### src/ccw_map.svh
// Purpose: Offsets, field positions, encodings and reset values of the counter unit
// Assumes: Byte addresses on a 32-bit AHB-Lite bus, one register per word
// Notes:   Definitions only
`ifndef CCW_MAP_SVH
`define CCW_MAP_SVH

// ============================================================
// Register offsets
`define CCW_OFS_CTRL    8'h00
`define CCW_OFS_COUNT   8'h04
`define CCW_OFS_MATCH_A 8'h08
`define CCW_OFS_MATCH_B 8'h0c
`define CCW_OFS_FLAGS   8'h10
`define CCW_OFS_STATE   8'h14

// ============================================================
// Control word fields
`define CCW_F_MODE      2:0
`define CCW_B_ACT       4
`define CCW_B_FORCE     8
`define CCW_B_DIR       10
`define CCW_B_PORT      12

// ============================================================
// Wave mode encodings
`define CCW_MODE_NORMAL 3'h0
`define CCW_MODE_CLR_MATCH 3'h2
`define CCW_MODE_FPWM   3'h3
`define CCW_MODE_FPWM_A 3'h7

// ============================================================
// Output action encodings
`define CCW_ACT_NONE    2'h0
`define CCW_ACT_TOGGLE  2'h1
`define CCW_ACT_CLEAR   2'h2
`define CCW_ACT_SET     2'h3

// ============================================================
// Counter limits and reset values
`define CCW_CNT_MAX     8'hff
`define CCW_CNT_BOTTOM  8'h00
`define CCW_CNT_ONE     8'h01
`define CCW_RST_BYTE    8'h00
`define CCW_RST_MODE    3'h0
`define CCW_RESP_OKAY   1'b0
`define CCW_WORD_ZERO   32'h0000_0000

`endif

### src/ccw_pkg.sv
// Purpose: Types shared by the counter unit
// Assumes: ccw_map.svh holds all numeric constants
// Notes:   Types only
package ccw_pkg;

	typedef logic [7:0] ccw_byte_type;
	typedef logic [1:0] ccw_act_type;
	typedef logic [2:0] ccw_mode_type;

	// Bus data phase tracking
	typedef enum logic {
		CCW_BUS_IDLE,
		CCW_BUS_RDWAIT
	} ccw_bus_state_type;

endpackage : ccw_pkg

### src/ccw_timer.sv
// Purpose: Eight-bit counter, two match channels, waveform generator, AHB-Lite slave
// Assumes: timer_tick is a one-cycle enable in the hclk domain
// Notes:   Dual-slope modes, prescaler and asynchronous clocking not built
`timescale 1ns/1ps
`include "ccw_map.svh"

module ccw_timer (
	input  wire logic                 hclk,
	input  wire logic                 hresetn,
	input  wire logic                 hsel,
	input  wire logic [31:0]          haddr,
	input  wire logic [1:0]           htrans,
	input  wire logic                 hwrite,
	input  wire logic [2:0]           hsize,
	input  wire logic [31:0]          hwdata,
	input  wire logic                 hready,
	output logic      [31:0]          hrdata,
	output logic                      hreadyout,
	output logic                      hresp,
	input  wire logic                 timer_tick,
	input  wire logic [2:0]           flag_ack,
	input  wire logic                 wave_in_a,
	input  wire logic                 wave_in_b,
	output logic                      wave_out_a,
	output logic                      wave_out_a_oe_n,
	output logic                      wave_out_b,
	output logic                      wave_out_b_oe_n
);
	import ccw_pkg::*;

	// ============================================================
	// Bus slave
	ccw_bus_state_type  bus_ff;
	logic               wr_pend_ff;
	ccw_byte_type       addr_ff;
	logic [31:0]        hrdata_ff;
	logic               acc_ok;
	logic               wr_ctrl;
	logic               wr_count;
	logic               wr_flags;
	logic [1:0]         wr_match;
	logic [31:0]        rd_mux;

	// Size is not checked: only whole-word transfers are expected
	assign acc_ok = hsel & hready & htrans[1];

	always_ff @(posedge hclk or negedge hresetn) begin
		if (!hresetn) begin
			bus_ff     <= CCW_BUS_IDLE;
			wr_pend_ff <= 1'b0;
			addr_ff    <= `CCW_RST_BYTE;
		end else begin
			wr_pend_ff <= acc_ok & hwrite;
			bus_ff     <= (acc_ok & ~hwrite) ? CCW_BUS_RDWAIT : CCW_BUS_IDLE;
			if (acc_ok) begin
				addr_ff <= haddr[7:0];
			end
		end
	end

	assign wr_ctrl     = wr_pend_ff & (addr_ff == `CCW_OFS_CTRL);
	assign wr_count    = wr_pend_ff & (addr_ff == `CCW_OFS_COUNT);
	assign wr_flags    = wr_pend_ff & (addr_ff == `CCW_OFS_FLAGS);
	assign wr_match[0] = wr_pend_ff & (addr_ff == `CCW_OFS_MATCH_A);
	assign wr_match[1] = wr_pend_ff & (addr_ff == `CCW_OFS_MATCH_B);

	// One wait state on reads so a write just before is already visible
	assign hreadyout = (bus_ff != CCW_BUS_RDWAIT);
	assign hresp     = `CCW_RESP_OKAY;
	assign hrdata    = hrdata_ff;

	// ============================================================
	// Control word
	ccw_mode_type             mode_ff;
	logic [1:0][1:0]          act_ff;
	logic [1:0]               dir_ff;
	logic [1:0]               port_ff;
	logic [1:0]               force_req;

	always_ff @(posedge hclk or negedge hresetn) begin
		if (!hresetn) begin
			mode_ff <= `CCW_RST_MODE;
			act_ff  <= '0;
			dir_ff  <= '0;
			port_ff <= '0;
		end else if (wr_ctrl) begin
			// Action field is live at once, no buffering
			mode_ff   <= hwdata[`CCW_F_MODE];
			act_ff[0] <= hwdata[`CCW_B_ACT +: 2];
			act_ff[1] <= hwdata[`CCW_B_ACT + 2 +: 2];
			dir_ff    <= hwdata[`CCW_B_DIR +: 2];
			port_ff   <= hwdata[`CCW_B_PORT +: 2];
		end
	end

	assign force_req = {2{wr_ctrl}} & hwdata[`CCW_B_FORCE +: 2];

	// ============================================================
	// Counter
	ccw_byte_type       cnt_ff;
	ccw_byte_type       cnt_next;
	ccw_byte_type       top;
	logic               block_ff;
	logic               wrap_flag_ff;
	logic               pwm;
	logic               clr_mode;
	logic               at_top;
	logic               wrap_ev;
	logic               bottom_ev;
	logic [1:0][7:0]    mval;
	logic [1:0]         match_ev;
	logic [1:0]         match_flag;
	logic [1:0]         out_state;

	assign pwm    = (mode_ff == `CCW_MODE_FPWM) | (mode_ff == `CCW_MODE_FPWM_A);
	assign clr_mode = (mode_ff == `CCW_MODE_CLR_MATCH);
	assign top    = (mode_ff == `CCW_MODE_FPWM_A) ? mval[0] : `CCW_CNT_MAX;
	assign at_top = (cnt_ff == top);

	always_comb begin
		if (pwm) begin
			cnt_next = at_top ? `CCW_CNT_BOTTOM : cnt_ff + `CCW_CNT_ONE;
		end else if (clr_mode) begin
			// Low match value is missed and the count runs through MAX
			cnt_next = (cnt_ff == mval[0]) ? `CCW_CNT_BOTTOM : cnt_ff + `CCW_CNT_ONE;
		end else begin
			cnt_next = cnt_ff + `CCW_CNT_ONE;
		end
	end

	// Overflow as the counter wraps from MAX to zero, or on reaching top in fast PWM
	assign wrap_ev   = timer_tick & (pwm ? (cnt_next == top) : (cnt_ff == `CCW_CNT_MAX));
	assign bottom_ev = timer_tick & pwm & at_top;

	always_ff @(posedge hclk or negedge hresetn) begin
		if (!hresetn) begin
			cnt_ff <= `CCW_RST_BYTE;
		end else if (wr_count) begin
			cnt_ff <= hwdata[7:0];
		end else if (timer_tick) begin
			cnt_ff <= cnt_next;
		end
	end

	// Blocking survives until one tick has passed, even with no tick source
	always_ff @(posedge hclk or negedge hresetn) begin
		if (!hresetn) begin
			block_ff <= 1'b0;
		end else if (wr_count) begin
			block_ff <= 1'b1;
		end else if (timer_tick) begin
			block_ff <= 1'b0;
		end
	end

	// Set wins over a clear in the same cycle
	always_ff @(posedge hclk or negedge hresetn) begin
		if (!hresetn) begin
			wrap_flag_ff <= 1'b0;
		end else if (wrap_ev) begin
			wrap_flag_ff <= 1'b1;
		end else if ((wr_flags & hwdata[0]) | flag_ack[0]) begin
			wrap_flag_ff <= 1'b0;
		end
	end

	// ============================================================
	// Match channels
	function automatic logic ccw_apply(input logic st, input ccw_act_type act);
		case (act)
			`CCW_ACT_TOGGLE: ccw_apply = ~st;
			`CCW_ACT_CLEAR:  ccw_apply = 1'b0;
			`CCW_ACT_SET:    ccw_apply = 1'b1;
			default:         ccw_apply = st;
		endcase
	endfunction : ccw_apply

	logic [1:0] pin_val;

	genvar gi;
	generate
		for (gi = 0; gi < 2; gi++) begin : g_ch
			ccw_byte_type buf_ff;
			ccw_byte_type act_val_ff;
			logic         st_ff;
			logic         flag_ff;
			logic         pin_ff;
			logic         nxt_st;

			assign mval[gi]       = act_val_ff;
			assign match_ev[gi]   = timer_tick & ~block_ff & (cnt_ff == act_val_ff);
			assign match_flag[gi] = flag_ff;
			assign out_state[gi]  = st_ff;
			assign pin_val[gi]    = pin_ff;

			// Buffer is what software reads back in every mode
			always_ff @(posedge hclk or negedge hresetn) begin
				if (!hresetn) begin
					buf_ff <= `CCW_RST_BYTE;
				end else if (wr_match[gi]) begin
					buf_ff <= hwdata[7:0];
				end
			end

			always_ff @(posedge hclk or negedge hresetn) begin
				if (!hresetn) begin
					act_val_ff <= `CCW_RST_BYTE;
				end else if (wr_match[gi] & ~pwm) begin
					act_val_ff <= hwdata[7:0];
				end else if (bottom_ev) begin
					act_val_ff <= buf_ff;
				end
			end

			always_ff @(posedge hclk or negedge hresetn) begin
				if (!hresetn) begin
					flag_ff <= 1'b0;
				end else if (match_ev[gi]) begin
					flag_ff <= 1'b1;
				end else if ((wr_flags & hwdata[1 + gi]) | flag_ack[1 + gi]) begin
					flag_ff <= 1'b0;
				end
			end

			// Bottom beats match so a MAX value gives a steady level
			always_comb begin
				nxt_st = st_ff;
				if (force_req[gi] & ~pwm) begin
					// Force takes the action written in the same word
					nxt_st = ccw_apply(st_ff, hwdata[`CCW_B_ACT + 2 * gi +: 2]);
				end else if (bottom_ev & act_ff[gi][1]) begin
					nxt_st = ~act_ff[gi][0];
				end else if (match_ev[gi]) begin
					nxt_st = ccw_apply(st_ff, act_ff[gi]);
				end
			end

			// Mode writes touch the output state only through the force bits, outside fast PWM
			always_ff @(posedge hclk or negedge hresetn) begin
				if (!hresetn) begin
					st_ff <= 1'b0;
				end else begin
					st_ff <= nxt_st;
				end
			end

			always_ff @(posedge hclk or negedge hresetn) begin
				if (!hresetn) begin
					pin_ff <= 1'b0;
				end else begin
					pin_ff <= (|act_ff[gi]) ? st_ff : port_ff[gi];
				end
			end
		end
	endgenerate

	assign wave_out_a      = pin_val[0];
	assign wave_out_b      = pin_val[1];
	assign wave_out_a_oe_n = ~dir_ff[0];
	assign wave_out_b_oe_n = ~dir_ff[1];

	// ============================================================
	// Read data, loaded in the wait cycle
	always_comb begin
		rd_mux = `CCW_WORD_ZERO;
		case (addr_ff)
			`CCW_OFS_CTRL: begin
				rd_mux[`CCW_F_MODE]         = mode_ff;
				rd_mux[`CCW_B_ACT +: 2]     = act_ff[0];
				rd_mux[`CCW_B_ACT + 2 +: 2] = act_ff[1];
				rd_mux[`CCW_B_DIR +: 2]     = dir_ff;
				rd_mux[`CCW_B_PORT +: 2]    = port_ff;
			end
			`CCW_OFS_COUNT:   rd_mux[7:0] = cnt_ff;
			`CCW_OFS_MATCH_A: rd_mux[7:0] = g_ch[0].buf_ff;
			`CCW_OFS_MATCH_B: rd_mux[7:0] = g_ch[1].buf_ff;
			`CCW_OFS_FLAGS:   rd_mux[2:0] = {match_flag, wrap_flag_ff};
			`CCW_OFS_STATE:   rd_mux[3:0] = {wave_in_b, wave_in_a, out_state};
			default:          rd_mux = `CCW_WORD_ZERO;
		endcase
	end

	always_ff @(posedge hclk or negedge hresetn) begin
		if (!hresetn) begin
			hrdata_ff <= `CCW_WORD_ZERO;
		end else if (bus_ff == CCW_BUS_RDWAIT) begin
			hrdata_ff <= rd_mux;
		end
	end
endmodule : ccw_timer

### config.mk
export PLATFORM = sky130hd
export DESIGN_NAME = ccw_timer
export DESIGN_NICKNAME = d
export VERILOG_FILES = /design/src/ccw_pkg.sv /design/src/ccw_timer.sv
export VERILOG_INCLUDE_DIRS = /design/src
export SDC_FILE = /design/constraint.sdc
export NUM_CORES = 1
export LEC_CHECK = 0
export ABC_AREA = 1
export BUFFER_PORTS_ARGS = -buffer_cell sky130_fd_sc_hd__buf_2
export CORE_UTILIZATION = 35
export CTS_CLUSTER_DIAMETER = 120
export DETAILED_ROUTE_END_ITERATION = 8
export GPL_TIMING_DRIVEN = 1
export SLEW_MARGIN = 20
export SYNTH_ARGS = -nofsm -noshare
export SYNTH_HDL_FRONTEND = slang
export SYNTH_SLANG_ARGS = --single-unit
### constraint.sdc
create_clock -name hclk -period 5.7 [get_ports hclk]
set_clock_uncertainty 0.2 [all_clocks]
set_input_delay 0.57 -clock hclk [delete_from_list [all_inputs] [get_ports hclk]]
set_output_delay 0.57 -clock hclk [all_outputs]
set_load 0.01 [all_outputs]
==> impl_metrics.ini, run 1 <==
[logic_synthesis]
ys_seq_area_frac = 0.423
synthCells = 636
synth_top_cell_by_area = dfrtp_1
yosys_warnings = 0
ys_types = 42
synth_most_common_cell = nand2_1
synthFlopType = dfrtp_1
synthArstFlopShare = 1.00
avgSynthCellArea_sq_um = 7.54
yosysTopAreaCellShare = 0.423
synthTopCellsByArea = dfrtp_1, nand2_1, inv_1
synth_edf_count = 0
ys_top_cells_by_count = nand2_1, inv_1, dfrtp_1, nor2_1, o21ai_0
syn_area_sq_um = 4800
ys_seq_elements = 81

[setup_path]
r2r-end = g_ch[1].act_val_ff[5]
worstSetupEndpointType = flip-flop
crit_fanout = 14
timing.rr.start = mode_ff[0]
start_kind = flip-flop
cp_data_arrival_time_ns = 3.09
crit_required_ns = 5.74
critical_path_class = flip-flop to flip-flop
rrSetupSlack_ns = 2.65
reg2reg_depth = 8

[route]
wl_um = 13100
drc_errors = 0
ant_nets = 0
drt_first_pass_iters = 5
post_drt_wl_per_cell_um = 15.3
via_per_inst = 4.99
drtIter0Drc = 306
num_vias = 4298

[grt]
overflow = 0
grt_pass1_wl_um = 21600
grt_start_max_net_pins = 82
track_usage = 0.197
antenna_found_initial = 0
grt_pass1_vias = 4085

[finish]
area_growth_pct = 12.6
layout-drive-gt1-share = 0.149
utilization = 0.406
num_antenna_cells = 0
nets = 764
nFillCells = 1361

[floorplanning]
die_width_um = 119
die_area_sq_um = 14200
boundaryPins = 118
num_rows = 42
start_util = 0.361
die_h_um = 119
core-area_sq_um = 13300

[timing]
worst_pin_slew_ns = 0.810
hold_viol_final = 0
fmax_mhz = 328
rsz0062_at_grt = false
fin_crit_sh = 0.535
period_needed_ns = 3.05
fin_tns_setup_ns = 0
relSlewSlack = 0.459
finalMaxSlewViolations = 0
setup_violations = 0

[clock_network]
cts_buffers = 9
cts_tree = yes
cts_hold_buf = 0
post-cts-setup-buffer-count = 0
clockBufferDepth = 2
htreeDepth = 3
clock_latency_ns = 0.34
cts-resized-gates = 0
path_clk_slew_ns = 0.06
cts.sinks = 81
cts-root-buf = clkbuf_16

[placement]
place_congestion = 0.850
dpl.hpwl_um = 9880
numPortBuffers = 50

[hold_path]
hold_class = input port to async pin

[outcome]
status = complete, no violations

[run]
cap_violations = 0

[power]
power.leakage_nw = 2.78
p_per_area_nw_per_um2 = 353
irDropWorstVdd_v = 0.000219
-- worst max-delay path by stage --
stage,start,endpoint,cells after the start
after floorplan,addr_ff[5],g_ch[1].act_val_ff[5],9
after global placement,mode_ff[0],g_ch[0].act_val_ff[0],7
after detailed placement,mode_ff[0],g_ch[1].act_val_ff[5],8
after CTS,mode_ff[0],g_ch[1].act_val_ff[5],8
after global routing,cnt_ff[4],g_ch[1].act_val_ff[7],11
final,mode_ff[0],g_ch[1].act_val_ff[5],8
-- through the flow --
stage	area, sq um	cells	hold WS [ns]	total power (W)	setup WS, ns
floorplan	4870	656	0.0744	0.00118	3.67
global placement	5110	846	0.264	0.00131	2.78
detailed placement	5110	846	0.261	0.00133	2.75
CTS	5400	861	0.189	0.00192	2.72
global route	5400	861	0.131	0.00204	2.45
finish	5400	861	0.0334	0.00191	2.65
-- flip-flops by register name, summed over array words and instances, names as in the netlist --
name and flops:
g_ch.st_ff 2, cnt_ff 8, act_ff 4, mode_ff 3
wrap_flag_ff 1, hrdata 12, wave_out_b 1, wave_out_a 1
block_ff 1, port_ff 2, bus_ff 1, addr_ff 8
g_ch.buf_ff 16, dir_ff 2, g_ch.flag_ff 2, g_ch.act_val_ff 16
wr_pend_ff 1
-- critical path: stages, from the launching register on --
cell and delay, ns:
dfrtp_1 0.55, nand3_2 0.28, nor2_2 0.23, nor2_2 0.07, nor2_4 0.14, nand4_1 0.65, nand2_1 0.51, nor2_1 0.09
a221oi_1 0.22
-- layout make-up --
cell class / count / area (sq um) / area share
inverters: 91 / 342 / 0.0632
flip-flops and latches: 81 / 2030 / 0.375
clock buffers: 9 / 225 / 0.0417
multi-input cells: 448 / 2270 / 0.419
repair buffers: 50 / 256 / 0.0475
clock inverters: 6 / 67.6 / 0.0125
well taps: 176 / 220 / 0.0408
-- cell families after synthesis --
group,synth area share
AO/OA/AOI/OAI,0.142
flip-flops,0.423
buffers and inverters,0.121
multiplexers,0.0117
other,0.000782
XOR/XNOR,0.0146
AND/OR/NAND/NOR,0.280
adder cells (fa/ha/maj),0.00783
-- where the power goes --
group	internal, W	leakage [nW]	switching (W)
registers	0.000665	0.909	0.000108
clock network	0.000339	0.138	0.000248
logic	0.000205	1.73	0.000341
-- layer usage --
layer,routed length [um],track usage,vias to the layer above
met5,0,0,-
met3,747,0.0393,22
li1,-,-,2104
met1,5970,0.261,2035
met4,300,0.0736,0
met2,6130,0.315,137
-- layout by cell type, fill, tap and decap left out, types with 5 or more instances in the layout --
cell type and count:
mux2_2 5, nand2_1 181, conb_1 21, o221ai_1 17
buf_2 49, inv_2 5, nor2_2 5, nor2_1 63
nor2_4 5, a21oi_1 12, o21ai_0 41, clkbuf_16 9
dfrtp_1 81, o22ai_1 14, a221oi_1 5, nand2_2 7
nor3_1 7, xor2_1 5, inv_1 85, nand3_1 23
No activity file was read; power rests on OpenSTA's default activity.
==> inputs of run 2 (changes only) <==
==> constraint.sdc (replaced) <==
create_clock -name hclk -period 2.7 [get_ports hclk]
set_clock_uncertainty 0.2 [all_clocks]
set_input_delay 0.27 -clock hclk [delete_from_list [all_inputs] [get_ports hclk]]
set_output_delay 0.27 -clock hclk [all_outputs]
set_load 0.01 [all_outputs]
==> run 2 against run 1 <==
Net effect:
- register-to-register slack worse by 2.4 ns
- global-route usage grew 0.34 points
- power rose by 120%
- routed wire length increased by 2.2%
- largest cell class unchanged
==> impl_metrics.ini, run 2 (synthesis gave the netlist of run 1 again) <==
[outcome]
status = complete, no violations

[setup_path]
crit_start = mode_ff[1]
start_kind = flip-flop
critical_path_class = flip-flop to flip-flop
max_stage_delay_ns = 0.50
crit_required_ns = 2.74
crit_top_cell = nand2_1
crit_family = simple AND/OR/NAND/NOR gates
path_buf_inv = 1
crit_fanout = 17
cp_cell_sequence = nand2_4 -> nor2_8 -> nand2_2 -> nand2_1 -> nand2_1 -> nor2_2 -> nand3_4 -> nand2_1 -> nand2_1 -> nand2_1 -> inv_2 -> nand2_1 -> nor2_1 -> nand2_1 -> nand2_1 -> nand2_1 -> nand2_1
worstSetupEndpointType = flip-flop
cp_data_arrival_time_ns = 2.51
timing.rr.start = mode_ff[1]
slowest_stage = dfrtp_1

[floorplanning]
die_width_um = 119
num_rows = 42
die_h_um = 119
start_util = 0.361
boundaryPins = 118
core-area_sq_um = 13300
die_area_sq_um = 14200

[timing]
setup_violations = 0
rsz0062_at_grt = false
relSlewSlack = 0.614
fin_tns_setup_ns = 0
fmax_mhz = 404
worst_pin_slew_ns = 0.576
finalMaxSlewViolations = 0
hold_viol_final = 0
fin_crit_sh = 0.918
period_needed_ns = 2.48

[finish]
area_growth_pct = 20.2
final_cell_mix = nand2_1, inv_1, dfrtp_1, nor2_1, buf_2
num_antenna_cells = 0
layout-drive-gt1-share = 0.162
nets = 801
final_area_sq_um = 5770
mostFrequentLayoutCell = nand2_1

[route]
ant_nets = 0
via_per_inst = 4.92
drc_errors = 0
drt_first_pass_iters = 8
post_drt_wl_per_cell_um = 15.0
drtIter0Drc = 208
wl_um = 13400
num_vias = 4422

[grt]
grt_start_max_net_pins = 52
track_usage = 0.200
grt_pass1_vias = 4439
grt_pass1_wl_um = 22000
antenna_found_initial = 0
overflow = 0

[clock_network]
cts-root-buf = clkbuf_16
path_clk_slew_ns = 0.06
cts.sinks = 81
clockBufferDepth = 2
cts_buffers = 9
clock_latency_ns = 0.35
htreeDepth = 3
cts_tree = yes

[hold_path]
hold_class = input port to flip-flop
min-delay-start = hwdata[6]

[placement]
place_area_sq_um = 5230
place_congestion = 0.851
dpl.hpwl_um = 10100
numPortBuffers = 50

[power]
p_per_area_nw_per_um2 = 716
power.leakage_nw = 2.95
irDropWorstVdd_v = 0.000465
finalPower_w = 0.00413

[run]
cap_violations = 0
[run 2: report_power, final]
group	internal, W	leakage, nW	switching (W)	total, W
logic	0.000488	1.90	0.000778	0.00127
registers	0.00140	0.908	0.000192	0.00160
clock network	0.000730	0.145	0.000534	0.00126
[run 2: layer usage]
metal / part of all wire / wire length [um] / track usage
met5: 0 / 0 / 0
met4: 0.028 / 374 / 0.0744
met3: 0.051 / 690 / 0.0503
met2: 0.47 / 6310 / 0.328
met1: 0.45 / 6070 / 0.252
[run 2: final cells by class]
| class | instances | area [sq um] |
|---|---|---|
| Tap cell | 176 | 220 |
| Fill cell | 1324 | 7530 |
| Multi-Input combinational cell | 448 | 2270 |
| Clock inverter | 6 | 75.1 |
| Clock buffer | 10 | 229 |
| Timing Repair Buffer | 87 | 601 |
| Sequential cell | 81 | 2030 |
| Inverter | 91 | 342 |
[run 2: worst reg2reg max path, stage by stage, from the launching register on]
cell and delay [ns]:
dfrtp_1 0.50, nand2_4 0.16, nor2_8 0.16, nand2_2 0.09
nand2_1 0.06, nand2_1 0.06, nor2_2 0.18, nand3_4 0.24
nand2_1 0.16, nand2_1 0.06, nand2_1 0.07, inv_2 0.04
nand2_1 0.07, nor2_1 0.05, nand2_1 0.05, nand2_1 0.04
nand2_1 0.12, nand2_1 0.06
[run 2: what timing repair did]
action	4_1_cts	5_1_grt
setup buffers	0	0
setup endpoints to repair	0	2
gates resized for setup	0	2
endpoints found under the hold margin	55	1
hold buffers	22	1
[run 2: path summary, 6_finish.rpt]
kind	to	slack (ns)	cells past startpoint
max	wrap_flag_ff	0.22	17
min reg2reg	wave_out_b	0.29	2
max reg2reg	wrap_flag_ff	0.22	17
min in group asynchronous	cnt_ff[4]	0.22	2
min	g_ch[1].buf_ff[6]	0.05	3
max in group asynchronous	mode_ff[0]	1.45	3
[run 2: stage by stage]
step                      cells  hold slack, ns   util  setup WS (ns)
after global placement      860          0.0504  0.393          0.255
after detailed placement    860          0.0540  0.393          0.213
after floorplan             656          -0.226      -          0.674
final                       899          0.0543  0.434          0.223
after global routing        899          0.0738  0.434       0.000690
after CTS                   898         0.00217  0.432          0.187
==> inputs of run 3 (changes only) <==
--- a/config.mk
+++ b/config.mk
@@ -12,6 +12,8 @@
 export CTS_CLUSTER_DIAMETER = 120
 export DETAILED_ROUTE_END_ITERATION = 8
 export GPL_TIMING_DRIVEN = 1
+export MAX_ROUTING_LAYER = met4
+export SETUP_SLACK_MARGIN = 0.3
 export SLEW_MARGIN = 20
 export SYNTH_ARGS = -nofsm -noshare
 export SYNTH_HDL_FRONTEND = slang
==> run 3 against run 2 <==
Net effect:
- die area stayed put
- global-route usage is 0.53 points higher
- worst hold slack worse by 0.048 ns
- cell count is 1.6% higher
- combinational power is 11% higher
- critical endpoint is now g_ch[0].st_ff
- utilization is 1.8 points higher
==> impl_metrics.ini, run 3 (synthesis gave the netlist of run 1 again) <==
[hold_path]
hold_class = input port to flip-flop

[floorplanning]
num_rows = 42
die_area_sq_um = 14200
die_h_um = 119
start_util = 0.361
boundaryPins = 118
die_width_um = 119
core-area_sq_um = 13300

[run]
cap_violations = 0

[route]
via_per_inst = 5.02
post_drt_wl_per_cell_um = 15.3
ant_nets = 0
drc_errors = 0
drt_first_pass_iters = 5
num_vias = 4587
drtIter0Drc = 250
wl_um = 13900

[timing]
hold_viol_final = 0
finalMaxSlewViolations = 0
relSlewSlack = 0.611
fin_tns_setup_ns = 0
fmax_mhz = 428
period_needed_ns = 2.34
worst_pin_slew_ns = 0.582
rsz0062_at_grt = true
setup_violations = 0
fin_crit_sh = 0.866

[setup_path]
crit_required_ns = 2.73
cp_cell_sequence = buf_12 -> nand4_1 -> nand2_1 -> nand2_2 -> nand2_2 -> nor2_4 -> nand3_4 -> nor2_4 -> nand2_2 -> a32oi_2 -> or2_1 -> nand2_1
start_kind = flip-flop
crit_top_cell = nand2_2
worstSetupEndpointType = flip-flop
path_buf_inv = 1
timing.rr.start = mode_ff[0]
cp_data_arrival_time_ns = 2.37
crit_fanout = 5
cp_num_cells = 12
crit_family = simple AND/OR/NAND/NOR gates
critical_path_class = flip-flop to flip-flop
worstSetupEndpoint = g_ch[0].st_ff
r2r-end = g_ch[0].st_ff
slowest_stage = dfrtp_2
max_stage_delay_ns = 0.47
rrSetupSlack_ns = 0.36
reg2reg_depth = 12
crit_start = mode_ff[0]

[clock_network]
htreeDepth = 3
cts_tree = yes
clockBufferDepth = 2
path_clk_slew_ns = 0.06
clock_latency_ns = 0.35
cts-root-buf = clkbuf_16
cts.sinks = 81
cts_buffers = 9

[finish]
area_growth_pct = 25.1
mostFrequentLayoutCell = nand2_1
final_cell_mix = nand2_1, inv_1, dfrtp_1, nor2_1, buf_2
nets = 815
stdcell_count = 913
num_antenna_cells = 0
layout-drive-gt1-share = 0.221

[power]
power.leakage_nw = 3.03
p_per_area_nw_per_um2 = 729
irDropWorstVdd_v = 0.000414

[outcome]
status = complete, no violations

[placement]
dpl.hpwl_um = 10200
placed_cells = 861
numPortBuffers = 50
place_congestion = 0.865

[grt]
antenna_found_initial = 0
grt_start_max_net_pins = 82
track_usage = 0.205
grt_pass1_vias = 4236
grt_pass1_wl_um = 21800
overflow = 0
[run 3: cell types whose count changed in the layout (fill, tap and decap cells not counted), moves of 4 or more]
cell / previous run / this run
nand3_2: 2 / 6
inv_2: 5 / 10
nand2_2: 7 / 19
inv_1: 85 / 80
nand2_1: 181 / 168
dfrtp_2: 1 / 8
dfrtp_1: 80 / 73
buf_4: 14 / 27
[run 3: area by class of cell]
class | instances | area, sq um
clock buffers | 12 | 256
clock inverters | 4 | 75.1
fillers | 1303 | 7290
inverters | 91 | 342
multi-input cells | 450 | 2370
flip-flops and latches | 81 | 2040
well taps | 176 | 220
repair buffers | 99 | 698
[run 3: how the worst min path moves through the flow]
stage | end | from | slack, ns | depth (start not counted)
final | g_ch[1].buf_ff[1] | hwdata[1] | 0.007 | 3
after global routing | mode_ff[1] | hwdata[1] | 0.03 | 3
after global placement | cnt_ff[4] | hresetn | 0.14 | 2
after floorplan | act_ff[0] | hresetn | -0.23 | 0
after detailed placement | cnt_ff[4] | hresetn | 0.14 | 2
after CTS | g_ch[1].buf_ff[1] | hwdata[1] | 0.005 | 3
[run 3: per-layer routing]
metal	vias to the layer above	GRT usage	wire, um
li1	2216	-	-
met1	2216	0.261	6340
met2	134	0.328	6730
met3	21	0.0345	527
met4	0	0.0736	325
met5	-	-	0
[run 3: metrics by stage]
stage / util / setup slack [ns] / total power (W) / area, sq um / hold WS (ns)
CTS: 0.435 / 0.292 / 0.00426 / 5790 / 0.00505
floorplan: - / 0.674 / 0.00250 / 4870 / -0.226
global placement: 0.394 / 0.244 / 0.00282 / 5230 / 0.139
detailed placement: 0.394 / 0.208 / 0.00286 / 5230 / 0.135
finish: 0.451 / 0.361 / 0.00437 / 6000 / 0.00670
global route: 0.451 / 0.210 / 0.00465 / 6000 / 0.0269
[run 3: tightest hold or removal path, cell delays in order]
cell and delay (ns):
buf_2 0.13, nand2_1 0.06, o21ai_0 0.06
[run 3: report_power, final]
group	internal (W)	switching (W)
registers	0.00141	0.000193
logic	0.000557	0.000852
clock network	0.000861	0.000502
total	0.00283	0.00155
[run 3: repair_timing]
action                     CTS  global route
hold buffers                21             0
gates resized for setup      3            33
setup endpoints to repair    8            11
buffers inserted             0            13
cloned                       0             2
hold endpoints to repair   104             0
pin swaps                    0            15
